===== config.mk =====
export PLATFORM = sky130hd
export DESIGN_NAME = capture_fifo_readback_regs
export DESIGN_NICKNAME = d
export VERILOG_FILES = /design/src/capture_regs_pkg.sv /design/src/capture_fifo_readback_regs.sv /design/src/port_clock_divider.sv /design/src/self_test_pattern.sv
export SDC_FILE = /design/constraint.sdc
export NUM_CORES = 1
export LEC_CHECK = 0
export ABC_AREA = 1
export BUFFER_PORTS_ARGS = -buffer_cell sky130_fd_sc_hd__buf_2
export CAP_MARGIN = 20
export CORE_UTILIZATION = 53
export DETAILED_ROUTE_END_ITERATION = 6
export GPL_ROUTABILITY_DRIVEN = 0
export MAX_ROUTING_LAYER = met4
export PLACE_DENSITY_LB_ADDON = 0.1
export SKIP_CTS_REPAIR_TIMING = 1
export SLEW_MARGIN = 20
export SYNTH_ARGS = -nofsm -noshare
export SYNTH_HDL_FRONTEND = slang
export SYNTH_SLANG_ARGS = --single-unit

===== constraint.sdc =====
create_clock -name clk_sys -period 1.9 [get_ports clk_sys]
set_input_delay 0.285 -clock clk_sys [delete_from_list [all_inputs] [get_ports clk_sys]]
set_output_delay 0.285 -clock clk_sys [all_outputs]
set_load 0.005 [all_outputs]

===== src/capture_regs_pkg.sv =====
/*
 * constants shared by the capture register block: register offsets,
 * field layouts, reset values and self-test selector codes.
 * assumes a 13-bit register address from the serial control front end.
 */
package capture_regs_pkg;
   // register offsets
   localparam logic [12:0] ADDR_SETTLE_LO   = 13'h0105;
   localparam logic [12:0] ADDR_SETTLE_HI   = 13'h0106;
   localparam logic [12:0] ADDR_MODE        = 13'h0107;
   localparam logic [12:0] ADDR_FLAGS       = 13'h010A;
   localparam logic [12:0] ADDR_WORD_LO     = 13'h010B;
   localparam logic [12:0] ADDR_WORD_HI     = 13'h010C;
   localparam logic [12:0] ADDR_START_LO    = 13'h010F;
   localparam logic [12:0] ADDR_START_HI    = 13'h0110;
   localparam logic [12:0] ADDR_PDIV        = 13'h0111;
   localparam logic [12:0] ADDR_SDIV        = 13'h0112;
   localparam logic [12:0] ADDR_SELFTEST    = 13'h013A;
   // field positions and widths
   localparam int MODE_W      = 2;
   localparam int START_HI_W  = 6;
   localparam int DIV_W       = 5;
   localparam int DIV_TOP     = 4;
   localparam int SEL_W       = 4;
   localparam int WORD_W      = 12;
   localparam int FLAG_FULL   = 0;
   localparam int FLAG_EMPTY  = 1;
   localparam int FLAG_OVR    = 2;
   // reset values
   localparam logic [7:0] SETTLE_RST = 8'h00;
   localparam logic [1:0] MODE_RST   = 2'h0;
   localparam logic [7:0] START_RST  = 8'h00;
   localparam logic [4:0] PDIV_RST   = 5'h04;
   localparam logic [4:0] SDIV_RST   = 5'h04;
   localparam logic [3:0] SEL_RST    = 4'h0;
   // divide ratio with top bit set is 2 x 16
   localparam logic [4:0] DIV_SATURATE = 5'h10;
   // self-test selector codes
   localparam logic [3:0] ST_OFF      = 4'h0;
   localparam logic [3:0] ST_CHECK_B  = 4'h1;
   localparam logic [3:0] ST_CHECK_A  = 4'h2;
   localparam logic [3:0] ST_RAMP     = 4'h3;
   localparam logic [3:0] ST_PN       = 4'h4;
   localparam logic [3:0] ST_PLUS1    = 4'h5;
   localparam logic [3:0] ST_MINUS1   = 4'h6;
   localparam logic [11:0] WORD_MINUS1 = 12'hFFF;
   localparam logic [11:0] WORD_PLUS1  = 12'h001;
   localparam logic [11:0] WORD_AAA    = 12'hAAA;
   localparam logic [11:0] WORD_555    = 12'h555;
   localparam logic [11:0] PN_SEED     = 12'hFFF;
   localparam logic [11:0] RAMP_START  = 12'hFFF;
   // readback modes
   localparam logic [1:0] RB_SLAVE    = 2'h0;
   localparam logic [1:0] RB_PARALLEL = 2'h1;
   localparam logic [1:0] RB_SERIAL   = 2'h2;
endpackage


===== src/capture_fifo_readback_regs.sv =====
/*
 * register side of the capture memory: settle delay, readback mode,
 * status, readout word, read start offset, port dividers, self-test.
 * assumes a serial control front end that delivers one-cycle read and
 * write strobes with a 13-bit address; status inputs are same-clock.
 */
// How it works
// parallel port clock period is twice the 5-bit divider code
// parallel divider resets to code 00100, divide by eight
// divider codes with top bit set divide by 32; 01111 divides by 30
// status byte: full bit 0, empty bit 1, over-range bit 2, rest zero
// 12-bit readout word split into low byte and high nibble registers
// 14-bit read start offset from low byte plus six high bits
// 4-bit self-test selector picks ramp, checkerboards, PN or constant
// selector 0110 writes all-ones words
// selector 0101 writes word one; 0100 writes pseudo-random data
// capture from standby waits the 16-bit settle count before storing
// reserved bits ignore writes and read as zero
`timescale 1ns/10ps
`default_nettype none
module capture_fifo_readback_regs
   import capture_regs_pkg::*;
(
   input  wire logic              clk_sys,
   input  wire logic              sys_rst,
   input  wire logic [12:0]       regAddr,
   input  wire logic [7:0]        regWrData,
   input  wire logic              regWrite,
   input  wire logic              regRead,
   output logic [7:0]             regRdData,
   input  wire logic              fifoFull,
   input  wire logic              fifoEmpty,
   input  wire logic              overRange,
   input  wire logic [WORD_W-1:0] readoutWord,
   input  wire logic              readoutValid,
   input  wire logic              captureStart,
   input  wire logic              fromStandby,
   output logic                   storeEnable,
   output logic                   settling,
   output logic [13:0]            readStartOffset,
   output logic [MODE_W-1:0]      readbackMode,
   input  wire logic              parallelRun,
   input  wire logic              serialRun,
   output logic                   parallelPortClk,
   output logic                   serialPortClk,
   input  wire logic              testStep,
   output logic [WORD_W-1:0]      testWord,
   output logic                   testActive
);
   typedef enum logic [1:0] {IDLE, SETTLE, STORE} capture_state_t;

   logic [7:0]            settleLo_reg,  settleLo_next;
   logic [7:0]            settleHi_reg,  settleHi_next;
   logic [MODE_W-1:0]     mode_reg,      mode_next;
   logic [WORD_W-1:0]     word_reg,      word_next;
   logic [7:0]            startLo_reg,   startLo_next;
   logic [START_HI_W-1:0] startHi_reg,   startHi_next;
   logic [DIV_W-1:0]      pDiv_reg,      pDiv_next;
   logic [DIV_W-1:0]      sDiv_reg,      sDiv_next;
   logic [SEL_W-1:0]      sel_reg,       sel_next;
   logic [7:0]            rd_reg,        rd_next;
   capture_state_t        state_reg,     state_next;
   logic [15:0]           settleCnt_reg, settleCnt_next;
   logic [15:0]           settleTarget;
   logic [7:0]            flags;

   // --------------------------------------------------------------
   // register writes
   // --------------------------------------------------------------
   // only the documented field bits are stored, so reserved bits
   // cannot hold stale software values
   always_comb begin
      settleLo_next = settleLo_reg;
      settleHi_next = settleHi_reg;
      mode_next     = mode_reg;
      startLo_next  = startLo_reg;
      startHi_next  = startHi_reg;
      pDiv_next     = pDiv_reg;
      sDiv_next     = sDiv_reg;
      sel_next      = sel_reg;
      if (regWrite) begin
         unique case (regAddr)
            ADDR_SETTLE_LO: settleLo_next = regWrData;
            ADDR_SETTLE_HI: settleHi_next = regWrData;
            ADDR_MODE:      mode_next     = regWrData[MODE_W-1:0];
            ADDR_START_LO:  startLo_next  = regWrData;
            ADDR_START_HI:  startHi_next  = regWrData[START_HI_W-1:0];
            ADDR_PDIV:      pDiv_next     = regWrData[DIV_W-1:0];
            ADDR_SDIV:      sDiv_next     = regWrData[DIV_W-1:0];
            ADDR_SELFTEST:  sel_next      = regWrData[SEL_W-1:0];
            default: ;
         endcase
      end
   end

   always_ff @(posedge clk_sys) begin
      if (sys_rst) begin
         settleLo_reg <= SETTLE_RST;
         settleHi_reg <= SETTLE_RST;
         mode_reg     <= MODE_RST;
         startLo_reg  <= START_RST;
         startHi_reg  <= START_RST[START_HI_W-1:0];
         pDiv_reg     <= PDIV_RST;
         sDiv_reg     <= SDIV_RST;
         sel_reg      <= SEL_RST;
      end else begin
         settleLo_reg <= settleLo_next;
         settleHi_reg <= settleHi_next;
         mode_reg     <= mode_next;
         startLo_reg  <= startLo_next;
         startHi_reg  <= startHi_next;
         pDiv_reg     <= pDiv_next;
         sDiv_reg     <= sDiv_next;
         sel_reg      <= sel_next;
      end
   end

   // --------------------------------------------------------------
   // readout word holding and read mux
   // --------------------------------------------------------------
   // the word is held whole so both halves read back from one sample
   always_comb begin
      word_next = readoutValid ? readoutWord : word_reg;
      flags = '0;
      flags[FLAG_FULL]  = fifoFull;
      flags[FLAG_EMPTY] = fifoEmpty;
      flags[FLAG_OVR]   = overRange;
      rd_next = rd_reg;
      if (regRead) begin
         unique case (regAddr)
            ADDR_SETTLE_LO: rd_next = settleLo_reg;
            ADDR_SETTLE_HI: rd_next = settleHi_reg;
            ADDR_MODE:      rd_next = {6'h00, mode_reg};
            ADDR_FLAGS:     rd_next = flags;
            ADDR_WORD_LO:   rd_next = word_reg[7:0];
            ADDR_WORD_HI:   rd_next = {4'h0, word_reg[11:8]};
            ADDR_START_LO:  rd_next = startLo_reg;
            ADDR_START_HI:  rd_next = {2'h0, startHi_reg};
            ADDR_PDIV:      rd_next = {3'h0, pDiv_reg};
            ADDR_SDIV:      rd_next = {3'h0, sDiv_reg};
            ADDR_SELFTEST:  rd_next = {4'h0, sel_reg};
            default:        rd_next = 8'h00;
         endcase
      end
   end

   always_ff @(posedge clk_sys) begin
      if (sys_rst) begin
         word_reg <= '0;
         rd_reg   <= 8'h00;
      end else begin
         word_reg <= word_next;
         rd_reg   <= rd_next;
      end
   end

   // --------------------------------------------------------------
   // settle wait before storing
   // --------------------------------------------------------------
   // a start not from standby skips the wait; a start during the wait or store is ignored
   assign settleTarget = {settleHi_reg, settleLo_reg};

   always_comb begin
      state_next     = state_reg;
      settleCnt_next = settleCnt_reg;
      unique case (state_reg)
         IDLE: begin
            if (captureStart && fromStandby) begin
               state_next     = SETTLE;
               settleCnt_next = '0;
            end else if (captureStart) begin
               state_next = STORE;
            end
         end
         SETTLE: begin
            if (settleCnt_reg >= settleTarget) begin
               state_next = STORE;
            end else begin
               settleCnt_next = settleCnt_reg + 16'h0001;
            end
         end
         STORE: begin
            if (fifoFull) begin
               state_next = IDLE;
            end
         end
      endcase
   end

   always_ff @(posedge clk_sys) begin
      if (sys_rst) begin
         state_reg     <= IDLE;
         settleCnt_reg <= '0;
      end else begin
         state_reg     <= state_next;
         settleCnt_reg <= settleCnt_next;
      end
   end

   assign storeEnable     = (state_reg == STORE);
   assign settling        = (state_reg == SETTLE);
   assign readStartOffset = {startHi_reg, startLo_reg};
   assign readbackMode    = mode_reg;
   assign regRdData       = rd_reg;

   // --------------------------------------------------------------
   // port clocks and self-test source
   // --------------------------------------------------------------
   port_clock_divider uParallelDiv (
      .clk_sys (clk_sys),
      .sys_rst (sys_rst),
      .run     (parallelRun),
      .divCode (pDiv_reg),
      .portClk (parallelPortClk)
   );

   port_clock_divider uSerialDiv (
      .clk_sys (clk_sys),
      .sys_rst (sys_rst),
      .run     (serialRun),
      .divCode (sDiv_reg),
      .portClk (serialPortClk)
   );

   self_test_pattern uPattern (
      .clk_sys (clk_sys),
      .sys_rst (sys_rst),
      .sel     (sel_reg),
      .step    (testStep),
      .word    (testWord),
      .active  (testActive)
   );
endmodule
`default_nettype wire


===== src/port_clock_divider.sv =====
/*
 * divides the sample clock down for a readback port: output period is
 * twice the 5-bit code; codes with the top bit set divide by 32.
 * assumes run is a same-clock level from the readback sequencer.
 */
`timescale 1ns/10ps
`default_nettype none
module port_clock_divider
   import capture_regs_pkg::*;
(
   input  wire logic             clk_sys,
   input  wire logic             sys_rst,
   input  wire logic             run,
   input  wire logic [DIV_W-1:0] divCode,
   output logic                  portClk
);
   logic [DIV_W-1:0] half;
   logic [DIV_W-1:0] cnt_reg;
   logic [DIV_W-1:0] cnt_next;
   logic             clk_reg;
   logic             clk_next;

   // --------------------------------------------------------------
   // half period select
   // --------------------------------------------------------------
   // code zero has no defined ratio; treat it as one to avoid a stall
   always_comb begin
      if (divCode[DIV_TOP]) begin
         half = DIV_SATURATE;
      end else if (divCode == '0) begin
         half = 5'h01;
      end else begin
         half = divCode;
      end
   end

   // toggle every half cycles; idles low when not running
   always_comb begin
      cnt_next = cnt_reg + 5'h01;
      clk_next = clk_reg;
      if (!run) begin
         cnt_next = '0;
         clk_next = 1'b0;
      end else if (cnt_reg >= half - 5'h01) begin
         cnt_next = '0;
         clk_next = !clk_reg;
      end
   end

   always_ff @(posedge clk_sys) begin
      if (sys_rst) begin
         cnt_reg <= '0;
         clk_reg <= 1'b0;
      end else begin
         cnt_reg <= cnt_next;
         clk_reg <= clk_next;
      end
   end

   assign portClk = clk_reg;
endmodule
`default_nettype wire


===== src/self_test_pattern.sv =====
/*
 * built-in test pattern source for the capture memory.
 * assumes step is a one-cycle pulse per word to be written.
 */
`timescale 1ns/10ps
`default_nettype none
module self_test_pattern
   import capture_regs_pkg::*;
(
   input  wire logic              clk_sys,
   input  wire logic              sys_rst,
   input  wire logic [SEL_W-1:0]  sel,
   input  wire logic              step,
   output logic [WORD_W-1:0]      word,
   output logic                   active
);
   logic [WORD_W-1:0] word_reg;
   logic [WORD_W-1:0] word_next;
   logic [WORD_W-1:0] lfsr_reg;
   logic [WORD_W-1:0] lfsr_next;
   logic              phase_reg;
   logic              phase_next;

   // --------------------------------------------------------------
   // pattern step
   // --------------------------------------------------------------
   // reserved selector codes leave the pattern source idle
   always_comb begin
      word_next  = word_reg;
      lfsr_next  = lfsr_reg;
      phase_next = phase_reg;
      if (step) begin
         phase_next = !phase_reg;
         lfsr_next  = {lfsr_reg[10:0], lfsr_reg[11] ^ lfsr_reg[5] ^ lfsr_reg[3] ^ lfsr_reg[0]};
         unique case (sel)
            ST_CHECK_B: word_next = phase_reg ? WORD_AAA : WORD_555;
            ST_CHECK_A: word_next = phase_reg ? WORD_555 : WORD_AAA;
            ST_RAMP:    word_next = word_reg - 12'h001;
            ST_PN:      word_next = lfsr_reg;
            ST_PLUS1:   word_next = WORD_PLUS1;
            ST_MINUS1:  word_next = WORD_MINUS1;
            default:    word_next = word_reg;
         endcase
      end
   end

   always_ff @(posedge clk_sys) begin
      if (sys_rst) begin
         word_reg  <= RAMP_START;
         lfsr_reg  <= PN_SEED;
         phase_reg <= 1'b0;
      end else begin
         word_reg  <= word_next;
         lfsr_reg  <= lfsr_next;
         phase_reg <= phase_next;
      end
   end

   assign word   = word_reg;
   assign active = (sel != ST_OFF) && (sel < 4'h7);
endmodule
`default_nettype wire

Yosys cells after proc, flatten, opt, wreduce, memory -nomap -nowiden --
Index checks and enable logic that the tools add are counted.
Word-level totals: register bits 121, input bits 46, word-level logic and storage cells 100, output and inout port bits 41
Cells by class: bitwise gates (word level) 5, add/subtract/negate cells 6, order comparisons 4, eq/ne operators 24, multiplexer cells 16, reduce and logical (&&, ||, !) cells 26
Operators by type and width (count):
- $eq 13x9->1 const B | 11
- $pmux 8 s11 | 1
- $pmux 12 s6 | 1
- $mux 16 | 2
- $pmux 16 s2 | 1
- $mux 12 | 2
- $reduce_and 2->1 | 9
- $add 16x1->16 const B | 1
- $ge 16x16->1 | 1
- $eq 4x3->1 const B | 3
- $sub 12x1->12 const B | 1
- $add 5x1->5 const B | 2
- $ge 5x5->1 | 2
- $logic_not 5->1 | 2
- $mux 5 | 2
- $sub 5x1->5 const B | 2
- $eq 4x2->1 const B | 2
- $mux 2 | 4
- $mux 4 | 2
- $ne 2x2->1 const B | 3
- $pmux 2 s3 | 1
- $reduce_and 3->1 | 2
- $reduce_bool 6->1 | 1
- $reduce_or 3->1 | 2
- 14 further kinds | 21

Depth between registers and ports, before layout --
Gate-level depths: netlist of run 1.
depth in word-level cells 6, mapped depth 16, depth with buffers taken out 16

Cells and area by module --
From an unflattened synthesis of run 1, not the netlist that was laid out.
Second synthesis, totals: cell total of the unflattened synthesis 1056, area total of the unflattened synthesis 7171.9 sq um
By module, submodules not included:
- capture_fifo_readback_regs | instances 1, area each 4614.4 sq um, cells each 679
- self_test_pattern | instances 1, area each 1549.0 sq um, cells each 237
- port_clock_divider | instances 2, area each 504.2 sq um, cells each 70

Least setup slack after synthesis of run 1 --
OpenSTA, ideal clock, no wires.
path kind reg2reg, start reg pDiv_reg[2], end reg uParallelDiv.cnt_reg[0], arrival time 2.019 ns, slack -0.186 ns, period minus slack after synthesis 2.086 ns, cell stages (with the launch flop) 12, data required time 1.834 ns, cells stage by stage dfxtp_1 > nor3_1 > o21ai_0 > ha_1 > nand4_1 > o21a_1 > ha_1 > a21oi_1 > o21a_1 > nand3_1 > nand3b_1 > nor2_1
Between the ends: cells in the longest elaborated chain, start to end 6
RTL lines:
- from (decl) | line capture_fifo_readback_regs.sv:58 | logic [DIV_W-1:0] pDiv_reg, pDiv_next;
- from (signal assigned) | line capture_fifo_readback_regs.sv:112 | pDiv_reg <= pDiv_next;
- $logic_not 5->1 | line port_clock_divider.sv:30 | end else if (divCode == '0) begin
- $mux 4 * | line port_clock_divider.sv:30
- $mux 5 * | line port_clock_divider.sv:28 | if (divCode[DIV_TOP]) begin
- $sub 5x1->5 * | line port_clock_divider.sv:44 | end else if (cnt_reg >= half - 5'h01) begin
- $ge 5x5->1 * | line port_clock_divider.sv:44
- $reduce_or 3->1 (no source line) *
- to (signal assigned) | line port_clock_divider.sv:55 | cnt_reg <= cnt_next;
- to (decl) | line port_clock_divider.sv:18 | logic [DIV_W-1:0] cnt_reg;
Mark *: on every way between the ends. The rest lies on a longest branch, timed or not. A chain may end at the register's enable or synchronous reset.

Worst setup path after layout of run 1 --
start reg sDiv_reg[2], end reg uSerialDiv.cnt_reg[3]
Between the ends: cells in the longest elaborated chain, start to end 6
RTL lines:
- from (decl) | line capture_fifo_readback_regs.sv:59 | logic [DIV_W-1:0] sDiv_reg, sDiv_next;
- from (signal assigned) | line capture_fifo_readback_regs.sv:113 | sDiv_reg <= sDiv_next;
- $logic_not 5->1 | line port_clock_divider.sv:30
- $mux 4 * | line port_clock_divider.sv:30
- $mux 5 * | line port_clock_divider.sv:28
- $sub 5x1->5 * | line port_clock_divider.sv:44
- $ge 5x5->1 * | line port_clock_divider.sv:44
- $reduce_or 3->1 (no source line) *
- to (signal assigned) | line port_clock_divider.sv:55
- to (decl) | line port_clock_divider.sv:18
Marks and branches as above.

==> results of run 1 <==
==> critical path, cell delays in order (launching register included) <==
cell and delay (ns):
dfxtp_2 0.33, nor2_4 0.10, nand2_1 0.05, nand2_1 0.07
nand2_2 0.07, ha_4 0.17, o21a_1 0.21, ha_4 0.27
a21oi_2 0.13, o21a_1 0.14, nand3_2 0.09, nand3b_1 0.25
nor2_1 0.14
==> metal layers <==
layer	vias to the layer above	wire length [um]	GRT usage, %
li1	3586	-	-
met1	3170	8473	37.18
met2	167	8667	46.51
met3	32	959	6.119
met4	0	326	10.00
met5	-	0	-
==> kinds of logic after synthesis <==
logic type	Yosys count	share of synthesized area (%)
AO/OA/AOI/OAI	201	16.55
flip-flops	121	35.25
buffers and inverters	161	9.177
adder cells (fa/ha/maj)	35	6.373
XOR/XNOR	19	2.422
AND/OR/NAND/NOR	464	30.23
==> placed cells by master (no fill, tap or decap), types with 3 or more instances in the layout <==
cell type and n:
nand2_4 4, xor2_1 15, clkinvlp_4 5, dfxtp_1 114
nor2_2 12, nor2_4 4, nor2_1 126, nand3b_1 6
a21oi_2 9, o21a_1 4, bufinv_16 5, ha_1 24
o311ai_0 3, inv_2 7, nand2_1 169, nand3_1 98
nand2_2 5, dfxtp_2 7, nor3_1 12, nand3_2 5
buf_4 47, xnor2_1 4, o21ai_0 65, nand4_1 14
inv_1 117, o21ai_1 6, ha_4 10, nor3_2 3
a21oi_1 69, o211ai_1 14, a211oi_1 22, clkinv_1 4
clkbuf_16 17, buf_2 86, o22ai_1 4
==> area by class of cell <==
class	instances	share of cell area, %
clock buffer	21	5.306
multi-input combinational	720	46.83
tap	172	2.480
inverter	129	5.623
timing repair buffer	136	9.516
clock inverter	11	2.235
sequential	121	28.01
==> per-stage QoR <==
step	std cells	hold slack, ns	setup TNS [ns]	setup WS [ns]	util (%)
final	1310	0.08287	-1.602	-0.1654	68.77
after floorplan	1001	0.4142	-0.2084	-0.03534	-
after detailed placement	1273	0.4452	-1.625	-0.1795	61.59
after global placement	1273	0.4313	-0.9544	-0.1126	61.59
after CTS	1305	0.07326	-1.758	-0.1945	66.78
after global routing	1310	0.08077	-4.473	-0.3340	68.77
==> power by group <==
part / leakage, nW / switching (mW) / internal (mW)
logic: 2.54 / 0.446 / 0.239
clock network: 0.306 / 1.18 / 2.39
registers: 0.984 / 0.0399 / 2.60
total: 3.83 / 1.67 / 5.23
==> worst max path at each step <==
stage,from,endpoint,slack [ns]
2_1_floorplan,sDiv_reg[3],uSerialDiv.cnt_reg[0],-0.04
3_3_place_gp,sDiv_reg[3],uSerialDiv.cnt_reg[0],-0.11
3_5_place_dp,sDiv_reg[3],uSerialDiv.cnt_reg[0],-0.18
4_1_cts,sDiv_reg[3],uSerialDiv.cnt_reg[4],-0.19
5_1_grt,sDiv_reg[2],uSerialDiv.cnt_reg[3],-0.33
6_report,sDiv_reg[2],uSerialDiv.cnt_reg[3],-0.17
==> flow_summary.ini, run 1 <==
[critical_path]
path_class = reg2reg
worstSetupStartpointType = register
worstPathRequired_ns = 2.26
rr_endpoint = uSerialDiv.cnt_reg[3]
r2r_slack_ns = -0.17
cp_max_fo = 5
end_kind = register
r2r_cells = 12
timing.rr.start = sDiv_reg[2]
critPathArrivalTime_ns = 2.42

[final_layout]
design_area_mm2 = 0.008678
antenna-diode-count = 0
layout-drive-gt1-share_pct = 21.27
fillers = 1128
area_growth_pct = 26.29
nNetsFinal = 1206
largest_reg_flops = 16
seqCellArea_mm2 = 0.002431
multiInputGateArea_mm2 = 0.004064

[cts]
cts_buffer_depth = 2
clock_sinks = 121
cts_buffers = 17
root_buffer = clkbuf_16
clk_latency_ns = 0.42
path_clk_slew_ns = 0.05
cts_tree = done
htree_levels = 4

[worst_hold_path]
hold_class = in2reg
holdPathStages = 3
worstHoldStart = readoutWord[11]
whs_endpoint = word_reg[11]

[route]
drtIter0Drc = 592
wl_um = 18430
route.detailed.drc = 0
drt.antenna.violating_nets = 0
num_vias = 6955
drtPass1Iterations = 5
wl_per_cell_um = 14.07
viasPerCell = 5.309

[sta]
clock.fmax_mhz = 484.2
slew_viol_final = 0
finalSetupViolCount = 12
setup_slack_ns = -0.1654
fin_crit_sh_pct = 108.7
period_minus_slack_ns = 2.065
clock_skew_ns = 0.007375
rsz0062_at_grt = true
tightestPinTransition_ns = 0.7002
relSlewSlack_pct = 53.32
hold_violations = 0

[global_routing]
first_global_vias = 6155
grt_pass1_wl_um = 29550
grt_max_degree = 59
antenna_found_initial = 0
gr-total-overflow = 0
track_usage_pct = 29.39

[floorplanning]
die-area_mm2 = 0.01342
start_util_pct = 54.45
core_region_area_mm2 = 0.01262
dieHeight_um = 115.9
die_x_um = 115.9
rows = 41
ios = 87

[power]
powerDensity_mw_per_mm2 = 795.2
total_power_mw = 6.901
vdd_drop_max_uv = 783.7
p_leak_nw = 3.832

[synth]
ys.flop_type = dfxtp_1
yosys.area.top_type_share_pct = 35.25
synth_cells = 1001
syn_area_mm2 = 0.006872
synth_seq_cells = 121
yosysMostFrequentCell = nand2_1
yosysTopAreaCell = dfxtp_1
synth_nets = 1082
async_flop_share_pct = 0
synth_cell_types = 38
yosysSeqAreaShare_pct = 35.25
yosys-top-cells-area = dfxtp_1, nand2_1, nand3_1
ys_warn_count = 0
syn_area_per_cell_um2 = 6.865
synth_common_cells = nand2_1, nor2_1, inv_1
synth-edff-count = 0

[run_status]
status = finished, violations left
violations = setup timing

[placement]
io_buffers = 86
hpwlAfterDp_um = 13270
place_area_mm2 = 0.007772

[run]
max_cap_viol_count = 0
Power figures use the tool's default switching activity.
==> run 2, diff against run 1 <==
--- a/config.mk
+++ b/config.mk
@@ -13,6 +13,7 @@
 export GPL_ROUTABILITY_DRIVEN = 0
 export MAX_ROUTING_LAYER = met4
 export PLACE_DENSITY_LB_ADDON = 0.1
+export REMOVE_ABC_BUFFERS = 1
 export SKIP_CTS_REPAIR_TIMING = 1
 export SLEW_MARGIN = 20
 export SYNTH_ARGS = -nofsm -noshare
==> flow_summary.ini, run 2 (synthesis gave the netlist of run 1 again) <==
[sta]
holdWs_ns = 0.08522
fin_setup_tns_ns = -1.855
relSlewSlack_pct = 59.22
slew_viol_final = 0
period_minus_slack_ns = 2.083
finalSetupViolCount = 12
setup_slack_ns = -0.1833
clock.fmax_mhz = 480.0
fin_crit_sh_pct = 109.6
tightestPinTransition_ns = 0.6102
clock_skew_ns = 0.007301
hold_violations = 0
rsz0062_at_grt = true

[route]
drtIter0Drc = 554
drt.antenna.violating_nets = 0
wl_um = 18700
viasPerCell = 5.360
drtPass1Iterations = 7
route.detailed.drc = 0
wl_per_cell_um = 14.19
num_vias = 7064

[cts]
htree_levels = 4
clock_sinks = 121
clk_latency_ns = 0.42
root_buffer = clkbuf_16
path_clk_slew_ns = 0.05
cts_buffer_depth = 2
cts_buffers = 17
cts_tree = done

[floorplanning]
dieHeight_um = 115.9
core_region_area_mm2 = 0.01262
die_x_um = 115.9
ios = 87
rows = 41
die-area_mm2 = 0.01342
start_util_pct = 54.45

[critical_path]
critPathArrivalTime_ns = 2.44
critPathMaxStageDelay_ns = 0.32
rr_endpoint = uParallelDiv.cnt_reg[1]
timing.rr.start = pDiv_reg[1]
r2r_slack_ns = -0.18
cp_max_fo = 5
crit_family = simple AND/OR/NAND/NOR gates
worstSetupStartpointType = register
path_class = reg2reg
r2r_cells = 10
worstPathRequired_ns = 2.26
end_kind = register
cpMaxStageDelayCell = dfxtp_2
path_cells = nor3_2 > o21ai_2 > ha_4 > xor2_1 > ha_1 > a21oi_2 > o21a_1 > nand3_2 > nand3b_1 > nor2_1
worst-path-buf-inv = 0

[global_routing]
antenna_found_initial = 0
gr-total-overflow = 0
first_global_vias = 6206
track_usage_pct = 29.04
grt_max_degree = 56
grt_pass1_wl_um = 29590

[placement]
io_buffers = 86
hpwlAfterDp_um = 12990
dp_cells = 1280
post-place-ws_ns = -0.2957

[final_layout]
layout_common_cells = nand2_1, nor2_1, inv_1, dfxtp_1, nand3_1
fillers = 1090
antenna-diode-count = 0
layout-drive-gt1-share_pct = 24.52
nNetsFinal = 1214
layout_commonest_cell = nand2_1
area_growth_pct = 29.01
largest_reg_flops = 16
stdcell_count = 1318

[run_status]
status = finished, violations left
violations = setup timing

[worst_hold_path]
worstHoldStart = readoutWord[2]
holdPathStages = 3
hold_class = in2reg
whs_endpoint = word_reg[2]

[power]
p_leak_nw = 3.907
vdd_drop_max_uv = 546.5
powerDensity_mw_per_mm2 = 789.8

[run]
max_cap_viol_count = 0
==> run 2: worst reg2reg max path: cells and delay by family, from the launching register on <==
kind | cells | cell delay [ns]
fa+ha+maj | 2 | 0.48
compound gates | 3 | 0.42
simple gates | 4 | 0.65
flops | 1 | 0.32
xor+xnor | 1 | 0.15
==> run 2: where the power goes <==
group / total [mW] / switching, mW / internal, mW
combinational: 0.754 / 0.478 / 0.276
sequential: 2.64 / 0.0404 / 2.60
clock: 3.61 / 1.19 / 2.42
total: 7.00 / 1.71 / 5.30
==> run 2: per-layer routing <==
layer,GRT usage [%],wire length [um],up-vias
met2,45.20,8664,231
met1,37.34,8584,3197
met5,-,0,-
met4,11.20,401,0
li1,-,-,3599
met3,5.178,1048,37
==> run 2: stage by stage <==
step,instance area (um^2),power [mW],utilization [%]
floorplan,6725,3.024,-
CTS,8443,6.873,66.90
global route,8865,7.232,70.25
global placement,7781,3.284,61.66
detailed placement,7781,3.291,61.66
finish,8865,7.001,70.25
==> run 2: how the worst max path moves through the flow <==
stage	from	endpoint	slack, ns	cells after the start
CTS	pDiv_reg[2]	uParallelDiv.cnt_reg[1]	-0.31	11
global placement	pDiv_reg[2]	uParallelDiv.cnt_reg[0]	-0.20	11
detailed placement	pDiv_reg[1]	uParallelDiv.cnt_reg[4]	-0.30	11
global route	sDiv_reg[3]	uSerialDiv.cnt_reg[1]	-0.33	12
floorplan	pDiv_reg[2]	uParallelDiv.cnt_reg[0]	-0.21	11
finish	pDiv_reg[1]	uParallelDiv.cnt_reg[1]	-0.18	10
==> run 2: layout make-up <==
class / count / area, um^2 / share of cell area (%)
repair buffers: 144 / 895.9 / 10.11
clock buffers: 20 / 466.7 / 5.265
flip-flops and latches: 121 / 2440 / 27.52
inverters: 129 / 486.7 / 5.490
clock inverters: 12 / 195.2 / 2.202
multi-input cells: 720 / 4165 / 46.99
well taps: 172 / 215.2 / 2.428
